File: src/smcfg_cfg.svh
// Constants of the bus clock and configuration block.
// Assumes inclusion by bare name; definitions only.
`ifndef SMCFG_CFG_SVH
`define SMCFG_CFG_SVH
`define SMCFG_CFG_ADDR 8'hc1
`define SMCFG_CFG_RESET 8'h00
`define SMCFG_BIT_EN 7
`define SMCFG_BIT_INH 6
`define SMCFG_BIT_BUSY 5
`define SMCFG_BIT_EXT 4
`define SMCFG_BIT_TOE 3
`define SMCFG_BIT_FTE 2
`define SMCFG_SEL_HI 1
`define SMCFG_SEL_LO 0
`define SMCFG_HOLD_STD 4'h3
`define SMCFG_HOLD_EXT 4'hc
`define SMCFG_SETUP_STD 4'h1
`define SMCFG_SETUP_EXT 4'hb
`define SMCFG_LOW_OVF 2'h1
`define SMCFG_LOW_OVF_UNALIGNED 2'h2
`define SMCFG_HIGH_OVF 2'h2
`define SMCFG_FREE_OVF 4'hb
`endif

File: src/smcfg_pkg.sv
// Types of the bus clock and configuration block.
// Assumes compilation before every module of the block.
package smcfg_pkg;
   typedef struct packed {
      logic scl;
      logic sda;
   } smcfg_pins_s;
   typedef enum logic [1:0] {
      st_idle,
      st_low,
      st_high_wait,
      st_high
   } smcfg_state_e;
   typedef logic [3:0] smcfg_cnt_t;
endpackage

File: src/smcfg_sync.sv
// Two-stage synchroniser for pins entering the system clock domain.
// Assumes asynchronous inputs; output is usable by any logic.
`timescale 1ns/1ns
module smcfg_sync #(
   parameter int W = 2
) (
   input wire logic sys_clk,
   input wire logic sys_rst,
   input wire logic [W-1:0] async_in,
   output logic [W-1:0] sync_out
);
   logic [W-1:0] meta_r;
   // Idle bus level is high, so reset to ones
   always_ff @(posedge sys_clk) begin
      if (sys_rst) begin
         meta_r <= '1;
         sync_out <= '1;
      end else begin
         meta_r <= async_in;
         sync_out <= meta_r;
      end
   end
endmodule

File: src/smcfg_top.sv
// Bus clock generation, SDA timing and configuration register.
// Assumes timer overflow pulses on sys_clk, pins open-drain outside.
`timescale 1ns/1ns
`include "smcfg_cfg.svh"
module smcfg_top
   import smcfg_pkg::*;
(
   input wire logic sys_clk,
   input wire logic sys_rst,
   input wire logic [7:0] sfr_addr,
   input wire logic sfr_wr,
   input wire logic [7:0] sfr_wdata,
   output logic [7:0] sfr_rdata,
   input wire logic [3:0] tmr_ovf,
   input wire logic master_run,
   input wire logic bit_stall,
   input wire logic sda_next,
   input wire logic scl_in,
   input wire logic sda_in,
   output logic scl_out,
   output logic scl_oe,
   output logic sda_out,
   output logic sda_oe,
   output logic tmr_lowto_reload,
   output logic stop_flag_set,
   output logic iface_irq,
   output logic slave_nack_all
);
   // ****************************************
   // Configuration register
   // ****************************************
   logic [7:0] cfg_r;
   logic busy_r;
   logic [7:0] rdata_nxt;
   wire cfg_hit = (sfr_addr == `SMCFG_CFG_ADDR);
   wire iface_enable = cfg_r[`SMCFG_BIT_EN];
   wire slave_inhibit = cfg_r[`SMCFG_BIT_INH];
   wire sda_hold_extend = cfg_r[`SMCFG_BIT_EXT];
   wire low_timeout_enable = cfg_r[`SMCFG_BIT_TOE];
   wire free_timeout_enable = cfg_r[`SMCFG_BIT_FTE];
   wire [1:0] clk_src_sel = {cfg_r[`SMCFG_SEL_HI], cfg_r[`SMCFG_SEL_LO]};
   always_comb begin
      rdata_nxt = cfg_r;
      rdata_nxt[`SMCFG_BIT_BUSY] = busy_r;
   end
   always_ff @(posedge sys_clk) begin
      if (sys_rst) begin
         cfg_r <= `SMCFG_CFG_RESET;
      end else if (sfr_wr && cfg_hit) begin
         cfg_r <= sfr_wdata;
         cfg_r[`SMCFG_BIT_BUSY] <= 1'b0;
      end
   end
   always_ff @(posedge sys_clk) begin
      if (sys_rst) begin
         sfr_rdata <= `SMCFG_CFG_RESET;
      end else begin
         sfr_rdata <= cfg_hit ? rdata_nxt : `SMCFG_CFG_RESET;
      end
   end

   // ****************************************
   // Pin sampling and bus conditions
   // ****************************************
   smcfg_pins_s pin_raw, pin_s, pin_q_r;
   assign pin_raw = '{scl: scl_in, sda: sda_in};
   smcfg_sync #(.W(2)) u_pin_sync (
      .sys_clk(sys_clk),
      .sys_rst(sys_rst),
      .async_in(pin_raw),
      .sync_out(pin_s)
   );
   always_ff @(posedge sys_clk) begin
      if (sys_rst) begin
         pin_q_r <= '1;
      end else begin
         pin_q_r <= pin_s;
      end
   end
   // START and STOP watched only while enabled
   wire start_det = iface_enable && pin_s.scl && pin_q_r.scl
                    && pin_q_r.sda && !pin_s.sda;
   wire stop_det = iface_enable && pin_s.scl && pin_q_r.scl
                   && !pin_q_r.sda && pin_s.sda;
   wire scl_fell = pin_q_r.scl && !pin_s.scl;
   wire ovf_sel = tmr_ovf[clk_src_sel];

   // ****************************************
   // Free timeout, busy and slave inhibit
   // ****************************************
   smcfg_cnt_t free_cnt_r;
   logic free_hit;
   logic inh_act_r;
   wire both_high = pin_s.scl && pin_s.sda;
   wire free_run = iface_enable && free_timeout_enable && both_high;
   // Fires once per idle stretch; count saturates at the threshold
   assign free_hit = free_run && ovf_sel
                     && (free_cnt_r == `SMCFG_FREE_OVF - 4'h1);
   always_ff @(posedge sys_clk) begin
      if (sys_rst || !free_run) begin
         free_cnt_r <= '0;
      end else if (ovf_sel && free_cnt_r != `SMCFG_FREE_OVF) begin
         free_cnt_r <= free_cnt_r + 4'h1;
      end
   end
   assign stop_flag_set = stop_det || free_hit;
   assign iface_irq = stop_det || free_hit;
   always_ff @(posedge sys_clk) begin
      if (sys_rst || !iface_enable) begin
         busy_r <= 1'b0;
      end else if (stop_flag_set) begin
         busy_r <= 1'b0;
      end else if (start_det || scl_oe) begin
         busy_r <= 1'b1;
      end
   end
   // Inhibit sampled at START so current transfer keeps its NACK setting
   always_ff @(posedge sys_clk) begin
      if (sys_rst || !iface_enable) begin
         inh_act_r <= 1'b0;
      end else if (start_det) begin
         inh_act_r <= slave_inhibit;
      end
   end
   assign slave_nack_all = inh_act_r;
   assign tmr_lowto_reload = !(iface_enable && low_timeout_enable
                               && !pin_s.scl);

   // ****************************************
   // Master SCL generator
   // ****************************************
   smcfg_state_e state_r, state_nxt;
   logic [1:0] ovf_cnt_r, ovf_cnt_nxt;
   logic aligned_r, aligned_nxt;
   logic setup_ok;
   wire [1:0] low_need = aligned_r ? `SMCFG_LOW_OVF
                                   : `SMCFG_LOW_OVF_UNALIGNED;
   wire low_done = ovf_sel && (ovf_cnt_r + 2'h1 >= low_need);
   wire high_done = ovf_sel
                    && (ovf_cnt_r + 2'h1 == `SMCFG_HIGH_OVF);
   always_comb begin
      state_nxt = state_r;
      ovf_cnt_nxt = ovf_sel ? ovf_cnt_r + 2'h1 : ovf_cnt_r;
      aligned_nxt = aligned_r;
      case (state_r)
         st_idle: begin
            ovf_cnt_nxt = '0;
            if (master_run && ovf_sel) begin
               state_nxt = st_low;
               aligned_nxt = 1'b1;
            end
         end
         st_low: begin
            // Overflow count saturates while stall or setup holds SCL
            if (low_done) begin
               ovf_cnt_nxt = low_need;
            end
            if ((ovf_cnt_r >= low_need || low_done) && setup_ok
                && !bit_stall) begin
               state_nxt = st_high_wait;
               ovf_cnt_nxt = '0;
            end
         end
         st_high_wait: begin
            ovf_cnt_nxt = '0;
            if (pin_s.scl) begin
               state_nxt = st_high;
            end
         end
         st_high: begin
            if (!pin_s.scl) begin
               state_nxt = st_low;
               ovf_cnt_nxt = '0;
               aligned_nxt = 1'b0;
            end else if (high_done) begin
               state_nxt = st_low;
               ovf_cnt_nxt = '0;
               aligned_nxt = 1'b1;
            end
         end
         default: begin
            state_nxt = st_idle;
            ovf_cnt_nxt = '0;
         end
      endcase
      if (!master_run && state_r != st_low) begin
         state_nxt = st_idle;
      end
   end
   always_ff @(posedge sys_clk) begin
      if (sys_rst || !iface_enable) begin
         state_r <= st_idle;
         ovf_cnt_r <= '0;
         aligned_r <= 1'b0;
      end else begin
         state_r <= state_nxt;
         ovf_cnt_r <= ovf_cnt_nxt;
         aligned_r <= aligned_nxt;
      end
   end
   assign scl_out = 1'b0;
   assign scl_oe = (state_r == st_low);

   // ****************************************
   // SDA setup and hold timing
   // ****************************************
   // Sync delay only lengthens hold, never shortens it
   smcfg_cnt_t hold_cnt_r, setup_cnt_r;
   logic sda_r;
   wire [3:0] hold_need = sda_hold_extend ? `SMCFG_HOLD_EXT
                                          : `SMCFG_HOLD_STD;
   wire [3:0] setup_need = sda_hold_extend ? `SMCFG_SETUP_EXT
                                           : `SMCFG_SETUP_STD;
   wire hold_done = !pin_s.scl && !scl_fell && hold_cnt_r >= hold_need;
   wire sda_load = hold_done && (sda_next != sda_r);
   assign setup_ok = !sda_load && setup_cnt_r >= setup_need;
   always_ff @(posedge sys_clk) begin
      if (sys_rst || !iface_enable || scl_fell) begin
         hold_cnt_r <= '0;
      end else if (!pin_s.scl && hold_cnt_r != 4'hf) begin
         hold_cnt_r <= hold_cnt_r + 4'h1;
      end
   end
   always_ff @(posedge sys_clk) begin
      if (sys_rst || !iface_enable) begin
         sda_r <= 1'b1;
         setup_cnt_r <= '0;
      end else if (sda_load) begin
         sda_r <= sda_next;
         setup_cnt_r <= '0;
      end else if (setup_cnt_r != 4'hf) begin
         setup_cnt_r <= setup_cnt_r + 4'h1;
      end
   end
   assign sda_out = 1'b0;
   assign sda_oe = !sda_r;
endmodule

File: config.mk
export PLATFORM = sky130hd
export DESIGN_NAME = smcfg_top
export DESIGN_NICKNAME = d
export VERILOG_FILES = /design/src/smcfg_pkg.sv /design/src/smcfg_sync.sv /design/src/smcfg_top.sv
export VERILOG_INCLUDE_DIRS = /design/src
export SDC_FILE = /design/constraint.sdc
export NUM_CORES = 1
export LEC_CHECK = 0
export BUFFER_PORTS_ARGS = -buffer_cell sky130_fd_sc_hd__buf_2
export CORE_ASPECT_RATIO = 0.5
export CORE_UTILIZATION = 40
export CTS_CLUSTER_DIAMETER = 200
export CTS_CLUSTER_SIZE = 16
export DETAILED_ROUTE_END_ITERATION = 12
export PLACE_DENSITY = 0.62
export SYNTH_ARGS = -nofsm -noshare
export SYNTH_HDL_FRONTEND = slang
export SYNTH_SLANG_ARGS = --single-unit
File: constraint.sdc
create_clock -name sys_clk -period 2.1 [get_ports sys_clk]
set_input_delay 0.105 -clock sys_clk [delete_from_list [all_inputs] [get_ports sys_clk]]
set_output_delay 0.105 -clock sys_clk [all_outputs]
set_load 0.05 [all_outputs]
* Word level (Yosys, flattened, before mapping)
Index checks and enable logic that the tools add are counted.
** Storage, ports and cells
- Output and inout port bits :: 16
- Bits of input ports :: 28
- Word-level logic and storage cells :: 114
- Register bits after elaboration :: 41
** Operators by class
- Add/sub/neg operators :: 4
- Bitwise operators :: 1
- Order comparisons :: 5
- Equality and inequality tests :: 15
- Reduce and logical (&&, ||, !) cells :: 53
- Multiplexer cells :: 21
** Operators by type and width (number)
- $logic_and A1 B1 Y1 :: 27
- $mux W2 :: 11
- $add A4 B1 Y4 const B :: 3
- $ne A4 B4 Y1 const B :: 3
- $logic_not A1 Y1 :: 11
- $reduce_or A2 Y1 :: 5
- $eq A8 B8 Y1 const B :: 1
- $ge A4 B4 Y1 :: 2
- $mux W4 :: 2
- $pmux W2 S4 :: 1
- $eq A2 B2 Y1 const B :: 3
- $logic_or A1 B1 Y1 :: 6
- $ne A2 B1 Y1 const B :: 3
- $pmux W2 S3 :: 1
- $eq A4 B4 Y1 const B :: 1
- $ge A2 B2 Y1 :: 2
- $mux W1 :: 4
- $reduce_and A4 Y1 :: 1
- $lt A2 B3 Y1 const B :: 1
- $ne A3 B3 Y1 const B :: 1
- $reduce_and A3 Y1 :: 1
- $add A2 B1 Y2 const B :: 1
- $bmux W1 S2 :: 1
- $eq A2 B1 Y1 const B :: 1
- other kinds (6) :: 6

* Depth between registers and ports, before layout
Gate-level depths: netlist of the first run.
- Depth after elaboration :: 12
- Mapped depth :: 9
- Depth with buffers taken out :: 9

* By module
A second synthesis of the first run with hierarchy kept.
** Second synthesis, totals
- Cells, all modules :: 222
- Area, all modules :: 2070.7 um2
** Modules (own cells, without submodules)
- smcfg_top :: instances 1, seq. area each 740.7 um2, cells an instance 214, area each 1965.6 um2
- smcfg_sync :: instances 1, seq. area each 80.1 um2, cells an instance 8, area each 105.1 um2

* Least setup slack after synthesis of the first run
No wires, ideal clock.
- Path kind :: reg-to-output
- From :: register u_pin_sync.sync_out[1]
- To :: output port stop_flag_set
- Setup slack :: -0.303 ns
- Data arrival time :: 2.298 ns
- Required time :: 1.995 ns
- Cell stages (with the launch flop) :: 5
- Buffers on the path :: 2
- Cell sequence :: dfxtp_1 -> clkbuf_1 -> nand3_1 -> o21ai_0 -> buf_4
** On the way
- Longest elaborated chain between the ends :: 5
- Elaborated cells on any way between the ends :: 9
- Those cells by class :: reduce/logical: 9
** RTL lines
- from (decl) :: line smcfg_sync.sv:10 : output logic [W-1:0] sync_out
- from (signal assigned) :: line smcfg_sync.sv:20 : sync_out <= meta_r;
- $logic_and A1 B1 Y1 (on tied branches) :: line smcfg_top.sv:83, smcfg_top.sv:94
- $logic_and A1 B1 Y1 (on tied branches) :: line smcfg_top.sv:83, smcfg_top.sv:95
- $logic_and A1 B1 Y1 (on tied branches) (2 in series) :: line smcfg_top.sv:84, smcfg_top.sv:97
- $logic_or A1 B1 Y1 *
- to (decl) :: line smcfg_top.sv:25 : output logic stop_flag_set,
Every way passes the cells marked *; elsewhere a longest branch is shown, timed or not.

* Final worst setup path of the first run
- From :: register ovf_cnt_r[1]
- To :: register state_r[0]
** On the way
- Longest elaborated chain between the ends :: 8
- Elaborated cells on any way between the ends :: 12
- Those cells by class :: add/sub: 1; order compare: 2; eq/ne: 3; reduce/logical: 6
** RTL lines
- from (decl) :: line smcfg_top.sv:133 : logic [1:0] ovf_cnt_r, ovf_cnt_nxt;
- from (signal assigned) :: line smcfg_top.sv:197 : ovf_cnt_r <= ovf_cnt_nxt;
- $add A2 B1 Y2 :: line smcfg_top.sv:138, smcfg_top.sv:140
- $ge A2 B2 Y1 :: line smcfg_top.sv:138 : wire low_done = ovf_sel && (ovf_cnt_r + 2'h1 >= low_need);
- $logic_and A1 B1 Y1 :: line smcfg_top.sv:138
- $logic_or A1 B1 Y1 :: line smcfg_top.sv:158 : if ((ovf_cnt_r >= low_need || low_done) && setup_ok
- $logic_and A1 B1 Y1 :: line smcfg_top.sv:158
- $logic_and A1 B1 Y1 :: line smcfg_top.sv:159 : && !bit_stall) begin
- $ne A2 B1 Y1 (no line)
- $reduce_and A4 Y1 (no line) *
- to (signal assigned) :: line smcfg_top.sv:192 : state_r <= st_idle;
- to (signal assigned) :: line smcfg_top.sv:196 : state_r <= state_nxt;
- to (decl) :: line smcfg_top.sv:132 : smcfg_state_e state_r, state_nxt;
Marked as above.
A chain may end at the register's enable or synchronous reset.

==> results of run 1 <==
==> worst min-delay path by stage <==
stage	start	slack, ns	cells past startpoint	end
6_report	sfr_wdata[4]	0.04	3	cfg_r[4]
5_1_grt	sfr_wdata[2]	0.04	3	cfg_r[2]
4_1_cts	sfr_wdata[6]	0.04	3	cfg_r[6]
3_5_place_dp	sda_in	0.29	2	u_pin_sync.meta_r[0]
3_3_place_gp	sda_in	0.29	2	u_pin_sync.meta_r[0]
2_1_floorplan	sda_in	0.21	1	u_pin_sync.meta_r[0]
==> layout make-up <==
type | count | area [sq um]
fill | 415 | 2080
multi-input combinational | 163 | 1230
sequential | 41 | 823
timing repair buffer | 50 | 280
clock buffer | 7 | 86.3
tap | 66 | 82.6
inverter | 13 | 48.8
clock inverter | 1 | 30.0
==> sequential cells by signal, summed over array words and instances (netlist names) <==
signal and cells:
sfr_rdata 8, cfg_r 7, free_cnt_r 4, hold_cnt_r 4, setup_cnt_r 4, ovf_cnt_r 2, pin_q_r 2, state_r 2
u_pin_sync.meta_r 2, u_pin_sync.sync_out 2, aligned_r 1, busy_r 1, sda_r 1, slave_nack_all 1
==> cell usage after synthesis, types with 2 or more instances <==
cell      instances  area share, %
dfxtp_1          41             40
nor2_1           30            5.5
ha_1             20             12
inv_1            13            2.4
mux2i_1          12            5.9
nor3_1           12            2.9
o21ai_0           8            2.0
or2_2             7            2.1
and2_1            6            1.8
nand2b_1          6            1.8
a21oi_1           5            1.2
nand2_1           5           0.91
nand3_1           5            1.2
clkbuf_1          4           0.73
nand4_1           4            1.2
nor3b_1           4            1.5
xor2_1            4            1.7
a21boi_1          3            1.1
a31oi_1           3           0.91
buf_4             3            1.1
o31ai_1           3            1.1
xnor2_1           3            1.3
a211oi_1          2           0.73
nor2b_1           2           0.61
==> stage by stage <==
stage	cell area [sq um]	power, W	TNS [ns]
after detailed placement	2350	0.000868	-0.0243
after CTS	2520	0.00153	0
after floorplan	2060	0.000841	0
final	2580	0.00152	0
after global routing	2580	0.00158	-0.0470
after global placement	2350	0.000866	0
==> routing by layer <==
metal  vias up  track usage, %
met3         8            5.33
met1       771            24.3
met2        24            26.7
met5         -               0
li1        876               -
met4         0            6.34
==> critical path, stage by stage, from the launching register on <==
cell and delay (ns):
dfxtp_2 0.34, inv_2 0.05, ha_4 0.26, inv_2 0.04
ha_4 0.25, a21boi_4 0.19, o21ai_2 0.07, and3_4 0.18
or4_4 0.50, a21boi_2 0.13
==> power by group <==
part | leakage [nW] | internal, W | switching (W)
Combinational | 0.771 | 0.0000347 | 0.0000358
Clock | 0.0585 | 0.000388 | 0.000278
Sequential | 0.332 | 0.000781 | 0.00000368
Total | 1.16 | 0.00120 | 0.000318
==> logic make-up after synthesis <==
kind of cell	synth area share, %
multiplexers	6.95
AND/OR/NAND/NOR	22.1
buffers and inverters	4.45
flip-flops	40.0
adder cells (fa/ha/maj)	12.2
XOR/XNOR	2.99
other	0.183
AO/OA/AOI/OAI	11.2
==> timing repair <==
| item | 4_1_cts | 5_1_grt |
|---|---|---|
| gates resized for setup | 5 | 12 |
| endpoints found under the hold margin | 2 | 0 |
| pin swaps | 2 | 9 |
| endpoints found under the setup margin | 1 | 4 |
| buffers inserted | 1 | 1 |
| hold buffers | 2 | 0 |
==> flow_summary.yaml, run 1 <==
floorplan:
  die_area_sq_um: 5440
  io_pins: 44
  core-area_sq_um: 4660
  die_y_um: 52.7
  die_x_um: 103
  rows: 17
  start_util_pct: 44.1
sta:
  relSlewSlack_pct: 66.2
  drv_slew: 0
  skew_ns: 0.00634
  finalSetupViolations: 0
  clock.fmax_mhz: 481
  hold_ws_ns: 0.0421
  finalHoldViolCount: 0
  period_needed_ns: 2.08
  worst_slack_ns: 0.0227
  period_share_pct: 98.9
  worst_pin_slew_ns: 0.503
  rsz0062_at_grt: "yes"
setup_path:
  crit_path_start_kind: "flop"
  critPathKind: "flop to flop"
  worstPathMaxFanout: 2
  r2r_setup_slack_ns: 0.02
  endpoint_kind: "flop"
  r2r_cells: 9
  cp.arrival_ns: 2.31
  timing.rr.start: "ovf_cnt_r[1]"
  required_ns: 2.33
  startpoint: "ovf_cnt_r[1]"
  cp-endpoint: "state_r[0]"
  r2r_end: "state_r[0]"
global_route:
  grt_overflow: 0
  grt_pass1_wl_mm: 7.08
  grt_max_degree: 19
  grt_usage_pct: 17.8
  antenna_found_initial: 0
  first_global_vias: 1541
clock_network:
  cts-root-buf: "clkbuf_8"
  cts_buffers: 5
  htree_num_levels: 2
  clock-sinks: 41
  cts_tree: "built"
  clockBufferDepth: 2
  path_clk_slew_ns: 0.08
  insertion_delay_ns: 0.30
detailed_routing:
  drt-pass1-iter-count: 4
  drt_wl_total_mm: 4.35
  wl_met3_um: 144
  drtIter0Drc: 21
  via_per_inst: 4.92
  top_layer_used: "met4"
  drcViolationCount: 0
  wl_met2_mm: 1.87
  detail-route-antenna-nets: 0
  drt-wirelength-per-cell_um: 12.8
  vias: 1679
  met1_length_mm: 2.28
logic_synthesis:
  ys_types: 43
  synth_area_sq_um: 2050
  synthCells: 224
  synth.avg_cell_area_sq_um: 9.17
  synth_warnings: 0
  synth_flop_cell: "dfxtp_1"
  synthArstFlopShare_pct: 0
  synth_edf_count: 0
  yosysSeqAreaShare_pct: 40.0
  synth_seq_cells: 41
place:
  io_buffers: 40
  dp.final_hpwl_mm: 3.15
  dp_cells: 329
  place_congestion: 0.880
  dpl_worst_slack_ns: -0.0243
cells_and_area:
  layout_commonest_cell: "buf_2"
  area_delta_synth_final_pct: 25.6
  layout-drive-gt1-share_pct: 28.4
  layout_common_cells: "buf_2 (40), dfxtp_1 (39), nor2_1 (30), ha_1 (18), mux2i_1 (12)"
  fin_nets: 322
  stdcell_count: 341
  final_util_pct: 55.4
  n_antenna_cell: 0
power_and_ir_drop:
  peakVddDrop_mv: 0.324
  p_leak_nw: 1.16
  pwr_density_cell_nw_per_um2: 590
min_path:
  min_path_type: "input port to flop"
flow_run:
  drv_cap: 0
run_status:
  status: "finished clean"
No activity file was read; power rests on OpenSTA's default activity.
==> inputs of run 2 (changes only) <==
Settings changed: ABC_AREA set to 1.
==> flow_summary.yaml, run 2 <==
power_and_ir_drop:
  power_w: 0.00147
  peakVddDrop_mv: 0.280
  p_leak_nw: 1.16
  switchingPower_w: 0.000315
  power_frac_seq_pct: 53.2
  pwr_density_cell_nw_per_um2: 591
  p_comb_share_pct: 5.2
  pwr-share-clk_pct: 41.6
  sw_frac_of_total_pct: 21.3
  p_int_w: 0.00116
clock_network:
  postCtsHoldBufs: 2
  cts_tree: "built"
  path_clk_slew_ns: 0.08
  cts-root-buf: "clkbuf_8"
  clock-sinks: 41
  insertion_delay_ns: 0.29
  htree_num_levels: 2
  cts_setup_buffers: 0
  clockBufferDepth: 2
  ctsResizeCount: 0
  cts_buffers: 5
setup_path:
  r2r_cells: 13
  crit_path_start_kind: "flop"
  timing.rr.start: "ovf_cnt_r[1]"
  r2r_setup_slack_ns: 0.33
  worstPathMaxFanout: 6
  cp.arrival_ns: 1.73
  r2r_end: "state_r[1]"
  endpoint_kind: "output pin"
  required_ns: 2.00
  critPathKind: "flop to output pin"
detailed_routing:
  drt-wirelength-per-cell_um: 10.3
  via_per_inst: 4.64
  vias: 1801
  drcViolationCount: 0
  drt-pass1-iter-count: 4
  detail-route-antenna-nets: 0
  drtIter0Drc: 60
  drt_wl_total_mm: 3.99
logic_synthesis:
  synthCells: 273
  synth.avg_cell_area_sq_um: 7.74
  synthArstFlopShare_pct: 0
  synth_area_sq_um: 2110
  synth_compound_area_share_pct: 11.2
  yosysSeqAreaShare_pct: 38.9
  synthMuxAreaShare_pct: 0
  ys_top_cells_by_count: "nand2_1 (44), dfxtp_1 (41), inv_1 (39), nor2_1 (28), nand3_1 (25)"
  synth-xor-area-share_pct: 1.24
  synth_area_leader_cell: "dfxtp_1"
  synth_seq_cells: 41
  synth_most_common_cell: "nand2_1"
  synthAdderAreaFrac_pct: 11.8
  yosys.area_share.simple_pct: 27.6
  synth_warnings: 0
  synth_top_family_by_area: "simple AND/OR/NAND/NOR gates"
  synth_edf_count: 0
  synth_top_area_share_pct: 38.9
  synth_flop_cell: "dfxtp_1"
  ys_types: 31
  ys_top_cells_by_area: "dfxtp_1 (39%), ha_1 (12%), nand2_1 (7.8%), inv_1 (6.9%), nand3_1 (5.9%)"
min_path:
  min_path_type: "input port to flop"
  hold_start: "sfr_wdata[0]"
  hold-path-endpoint: "cfg_r[0]"
  hold_depth: 3
global_route:
  grt_pass1_wl_mm: 6.44
  grt_usage_pct: 14.8
  first_global_vias: 1557
  antenna_found_initial: 0
  grt_max_degree: 15
  grt_overflow: 0
floorplan:
  start_util_pct: 42.2
  core-area_sq_um: 5000
  die_y_um: 53.4
  die_area_sq_um: 5590
  io_pins: 44
  rows: 18
  die_x_um: 105
cells_and_area:
  top_register: "sfr_rdata"
  top_regs: "sfr_rdata x8, cfg_r x7"
  fillers: 505
  layout_commonest_cell: "nand2_1"
  largest_register_ffs: 8
  layout-drive-gt1-share_pct: 22.6
  area_delta_synth_final_pct: 18.1
  layout_common_cells: "nand2_1 (44), dfxtp_1 (41), buf_2 (40), inv_1 (39), nor2_1 (28)"
  fin_nets: 366
  n_antenna_cell: 0
sta:
  rsz0062_at_grt: "no"
  fin_tns_setup_ns: 0
  clock.fmax_mhz: 544
  period_share_pct: 87.5
  skew_ns: 0.00519
  finalSetupViolations: 0
  drv_slew: 0
  finalHoldViolCount: 0
  period_needed_ns: 1.84
flow_run:
  drv_cap: 0
place:
  io_buffers: 40
  place_congestion: 0.818
  dp.final_hpwl_mm: 3.16
run_status:
  status: "finished clean"
[run 2: area by class of cell]
type	instances	area (sq um)	area share, %
sequential	41	821	32.9
clock inverter	2	35.0	1.40
multi-input combinational	187	1110	44.4
clock buffer	5	68.8	2.76
tap	70	87.6	3.51
inverter	41	154	6.17
timing repair buffer	42	220	8.83
[run 2: cell families (layout without fill, tap and decap cells)]
logic type	count (synthesis)	count (layout)
buffers and inverters	46	90
flip-flops	41	41
XOR/XNOR	3	3
other	1	2
AND/OR/NAND/NOR	122	122
adder cells (fa/ha/maj)	20	20
AO/OA/AOI/OAI	40	40
[run 2: how the worst max path moves through the flow]
stage | start | to | slack, ns | cells after the start
2_1_floorplan | free_cnt_r[0] | stop_flag_set | 0.18 | 5
3_3_place_gp | ovf_cnt_r[1] | state_r[0] | 0.36 | 13
3_5_place_dp | ovf_cnt_r[1] | state_r[1] | 0.33 | 13
4_1_cts | cfg_r[0] | stop_flag_set | 0.26 | 6
5_1_grt | cfg_r[0] | iface_irq | 0.11 | 6
6_report | cfg_r[0] | iface_irq | 0.26 | 6
[run 2: worst max-delay path: stages (launching register included)]
cell	delay, ns
dfxtp_1	0.34
inv_2	0.09
nand2_1	0.07
nand3_2	0.15
nand2_1	0.16
o31ai_2	0.32
buf_2	0.33
[run 2: layer usage]
metal	global-route usage, %	routed length, um	vias up
li1	-	-	962
met4	3.52	18	0
met3	4.19	131	2
met1	17.4	2010	815
met2	27.5	1830	22
met5	0	0	-
[run 2: through the flow]
step	cell area, sq um	std cells	hold WS (ns)	util [%]	setup WS [ns]
4_1_cts	2490	388	0.0688	49.9	0.255
3_3_place_gp	2370	379	0.290	47.4	0.359
5_1_grt	2490	388	0.0726	49.9	0.114
2_1_floorplan	2120	274	0.209	-	0.184
3_5_place_dp	2370	379	0.289	47.4	0.327
6_report	2490	388	0.0718	49.9	0.262
[run 2: power by group through the flow]
| stage | Sequential [W] | Clock (W) | Combinational (W) |
|---|---|---|---|
| 6_report | 0.000784 | 0.000614 | 0.0000767 |
| 5_1_grt | 0.000784 | 0.000662 | 0.0000863 |
| 4_1_cts | 0.000784 | 0.000634 | 0.0000773 |
| 3_5_place_dp | 0.000802 | 0 | 0.0000744 |
| 3_3_place_gp | 0.000802 | 0 | 0.0000734 |
| 2_1_floorplan | 0.000802 | 0 | 0.0000440 |
==> inputs of run 3 (changes only) <==
Settings changed: BUFFER_PORTS_ARGS -buffer_cell sky130_fd_sc_hd__buf_2 to -buffer_cell sky130_fd_sc_hd__clkbuf_2, CTS_BUF_LIST set to sky130_fd_sc_hd__clkbuf_4.
==> flow_summary.yaml, run 3 (synthesis results as in run 2) <==
global_route:
  use_met2_pct: 28.1
  grt_pass1_wl_mm: 6.71
  grt_max_degree: 15
  first_global_vias: 1659
  grt_util_met1_pct: 18.0
  grt.busiest_layer: "met2"
  met3_usage_pct: 4.43
  grt_usage_pct: 15.4
  grt_overflow: 0
  antenna_found_initial: 0
detailed_routing:
  detail-route-antenna-nets: 0
  drt-wirelength-per-cell_um: 10.4
  via_per_inst: 4.67
  vias: 1816
  drcViolationCount: 0
  drt_wl_total_mm: 4.06
  drtIter0Drc: 76
  drt-pass1-iter-count: 4
setup_path:
  timing.rr.start: "ovf_cnt_r[1]"
  crit_path_start_kind: "flop"
  critPathKind: "flop to output pin"
  cp.arrival_ns: 1.82
  startpoint: "cfg_r[0]"
  worstPathMaxFanout: 6
  required_ns: 2.00
  endpoint_kind: "output pin"
cells_and_area:
  top_register: "sfr_rdata"
  area_delta_synth_final_pct: 15.8
  n_antenna_cell: 0
  layout_common_cells: "nand2_1 (44), dfxtp_1 (41), clkbuf_2 (40), inv_1 (39), nor2_1 (28)"
  stdcell_count: 389
  layout_commonest_cell: "nand2_1"
  fin_nets: 366
  top_regs: "sfr_rdata x8, cfg_r x7"
  largest_register_ffs: 8
  layout-drive-gt1-share_pct: 22.9
power_and_ir_drop:
  switchingPower_w: 0.000305
  pwr-share-clk_pct: 31.6
  p_int_w: 0.000956
  peakVddDrop_mv: 0.266
  power_frac_seq_pct: 62.3
  sw_frac_of_total_pct: 24.2
  p_comb_share_pct: 6.1
  pwr_density_cell_nw_per_um2: 515
  p_leak_nw: 1.14
  power_w: 0.00126
place:
  dp.final_hpwl_mm: 3.21
  dp_cells: 379
  dpl_worst_slack_ns: 0.326
  io_buffers: 40
  place_congestion: 0.816
clock_network:
  cts-root-buf: "clkbuf_4"
  clock-sinks: 41
  cts_buffers: 5
  cts_tree: "built"
  htree_num_levels: 2
  insertion_delay_ns: 0.35
  clockBufferDepth: 2
  ctsResizeCount: 0
  path_clk_slew_ns: 0.11
sta:
  finalHoldViolCount: 0
  worst_slack_ns: 0.173
  skew_ns: 0.0103
  fin_tns_setup_ns: 0
  period_share_pct: 91.8
  period_needed_ns: 1.93
  clock.fmax_mhz: 519
  drv_slew: 0
  rsz0062_at_grt: "no"
  finalSetupViolations: 0
run_status:
  status: "finished clean"
min_path:
  hold_start: "sfr_wdata[0]"
  min_path_type: "input port to flop"
floorplan:
  core-area_sq_um: 5000
  rows: 18
  die_x_um: 105
  start_util_pct: 42.2
  io_pins: 44
  die_y_um: 53.4
  die_area_sq_um: 5590
flow_run:
  drv_cap: 0
[run 3: timing repair]
action,in CTS,in global routing
setup endpoints to repair,0,0
hold buffers,2,0
setup buffers,0,0
endpoints found under the hold margin,2,0
[run 3: path summary, 6_finish.rpt]
| kind | end | slack [ns] | cells past startpoint |
|---|---|---|---|
| max | iface_irq | 0.17 | 6 |
| min | cfg_r[0] | 0.02 | 3 |
| max reg2reg | state_r[0] | 0.30 | 13 |
| min reg2reg | u_pin_sync.sync_out[0] | 0.43 | 1 |
[run 3: critical path, cell delays in order (launching register included)]
cell and delay (ns):
dfxtp_1 0.35, inv_2 0.09, nand2_1 0.07, nand3_2 0.14
nand2_1 0.16, o31ai_2 0.32, clkbuf_2 0.34
[run 3: final cells by class]
class                      instances  area [sq um]
timing repair buffer              42           220
multi-input combinational        187          1110
inverter                          41           154
tap                               70          87.6
clock buffer                       6          45.0
clock inverter                     2          10.0
fill                             507          2550
sequential                        41           821
[run 3: metal layers]
| metal | up-vias | part of all wire (%) |
|---|---|---|
| li1 | 971 | - |
| met1 | 813 | 49 |
| met2 | 25 | 46 |
| met3 | 7 | 3.9 |
| met4 | 0 | 0.94 |
| met5 | - | 0 |
[run 3: power groups by stage]
stage | Sequential [W] | Clock, W | Combinational, W
2_1_floorplan | 0.000802 | 0 | 0.0000440
3_3_place_gp | 0.000802 | 0 | 0.0000735
3_5_place_dp | 0.000802 | 0 | 0.0000752
4_1_cts | 0.000785 | 0.000414 | 0.0000782
5_1_grt | 0.000786 | 0.000448 | 0.0000873
6_report | 0.000785 | 0.000398 | 0.0000775
[run 3: metrics by stage]
step           hold WS, ns  util, %  area, sq um
4_1_cts            0.00806     48.9         2450
3_3_place_gp         0.290     47.4         2370
2_1_floorplan        0.209        -         2120
6_report            0.0193     48.9         2450
5_1_grt            0.00152     48.9         2450
3_5_place_dp         0.290     47.4         2370
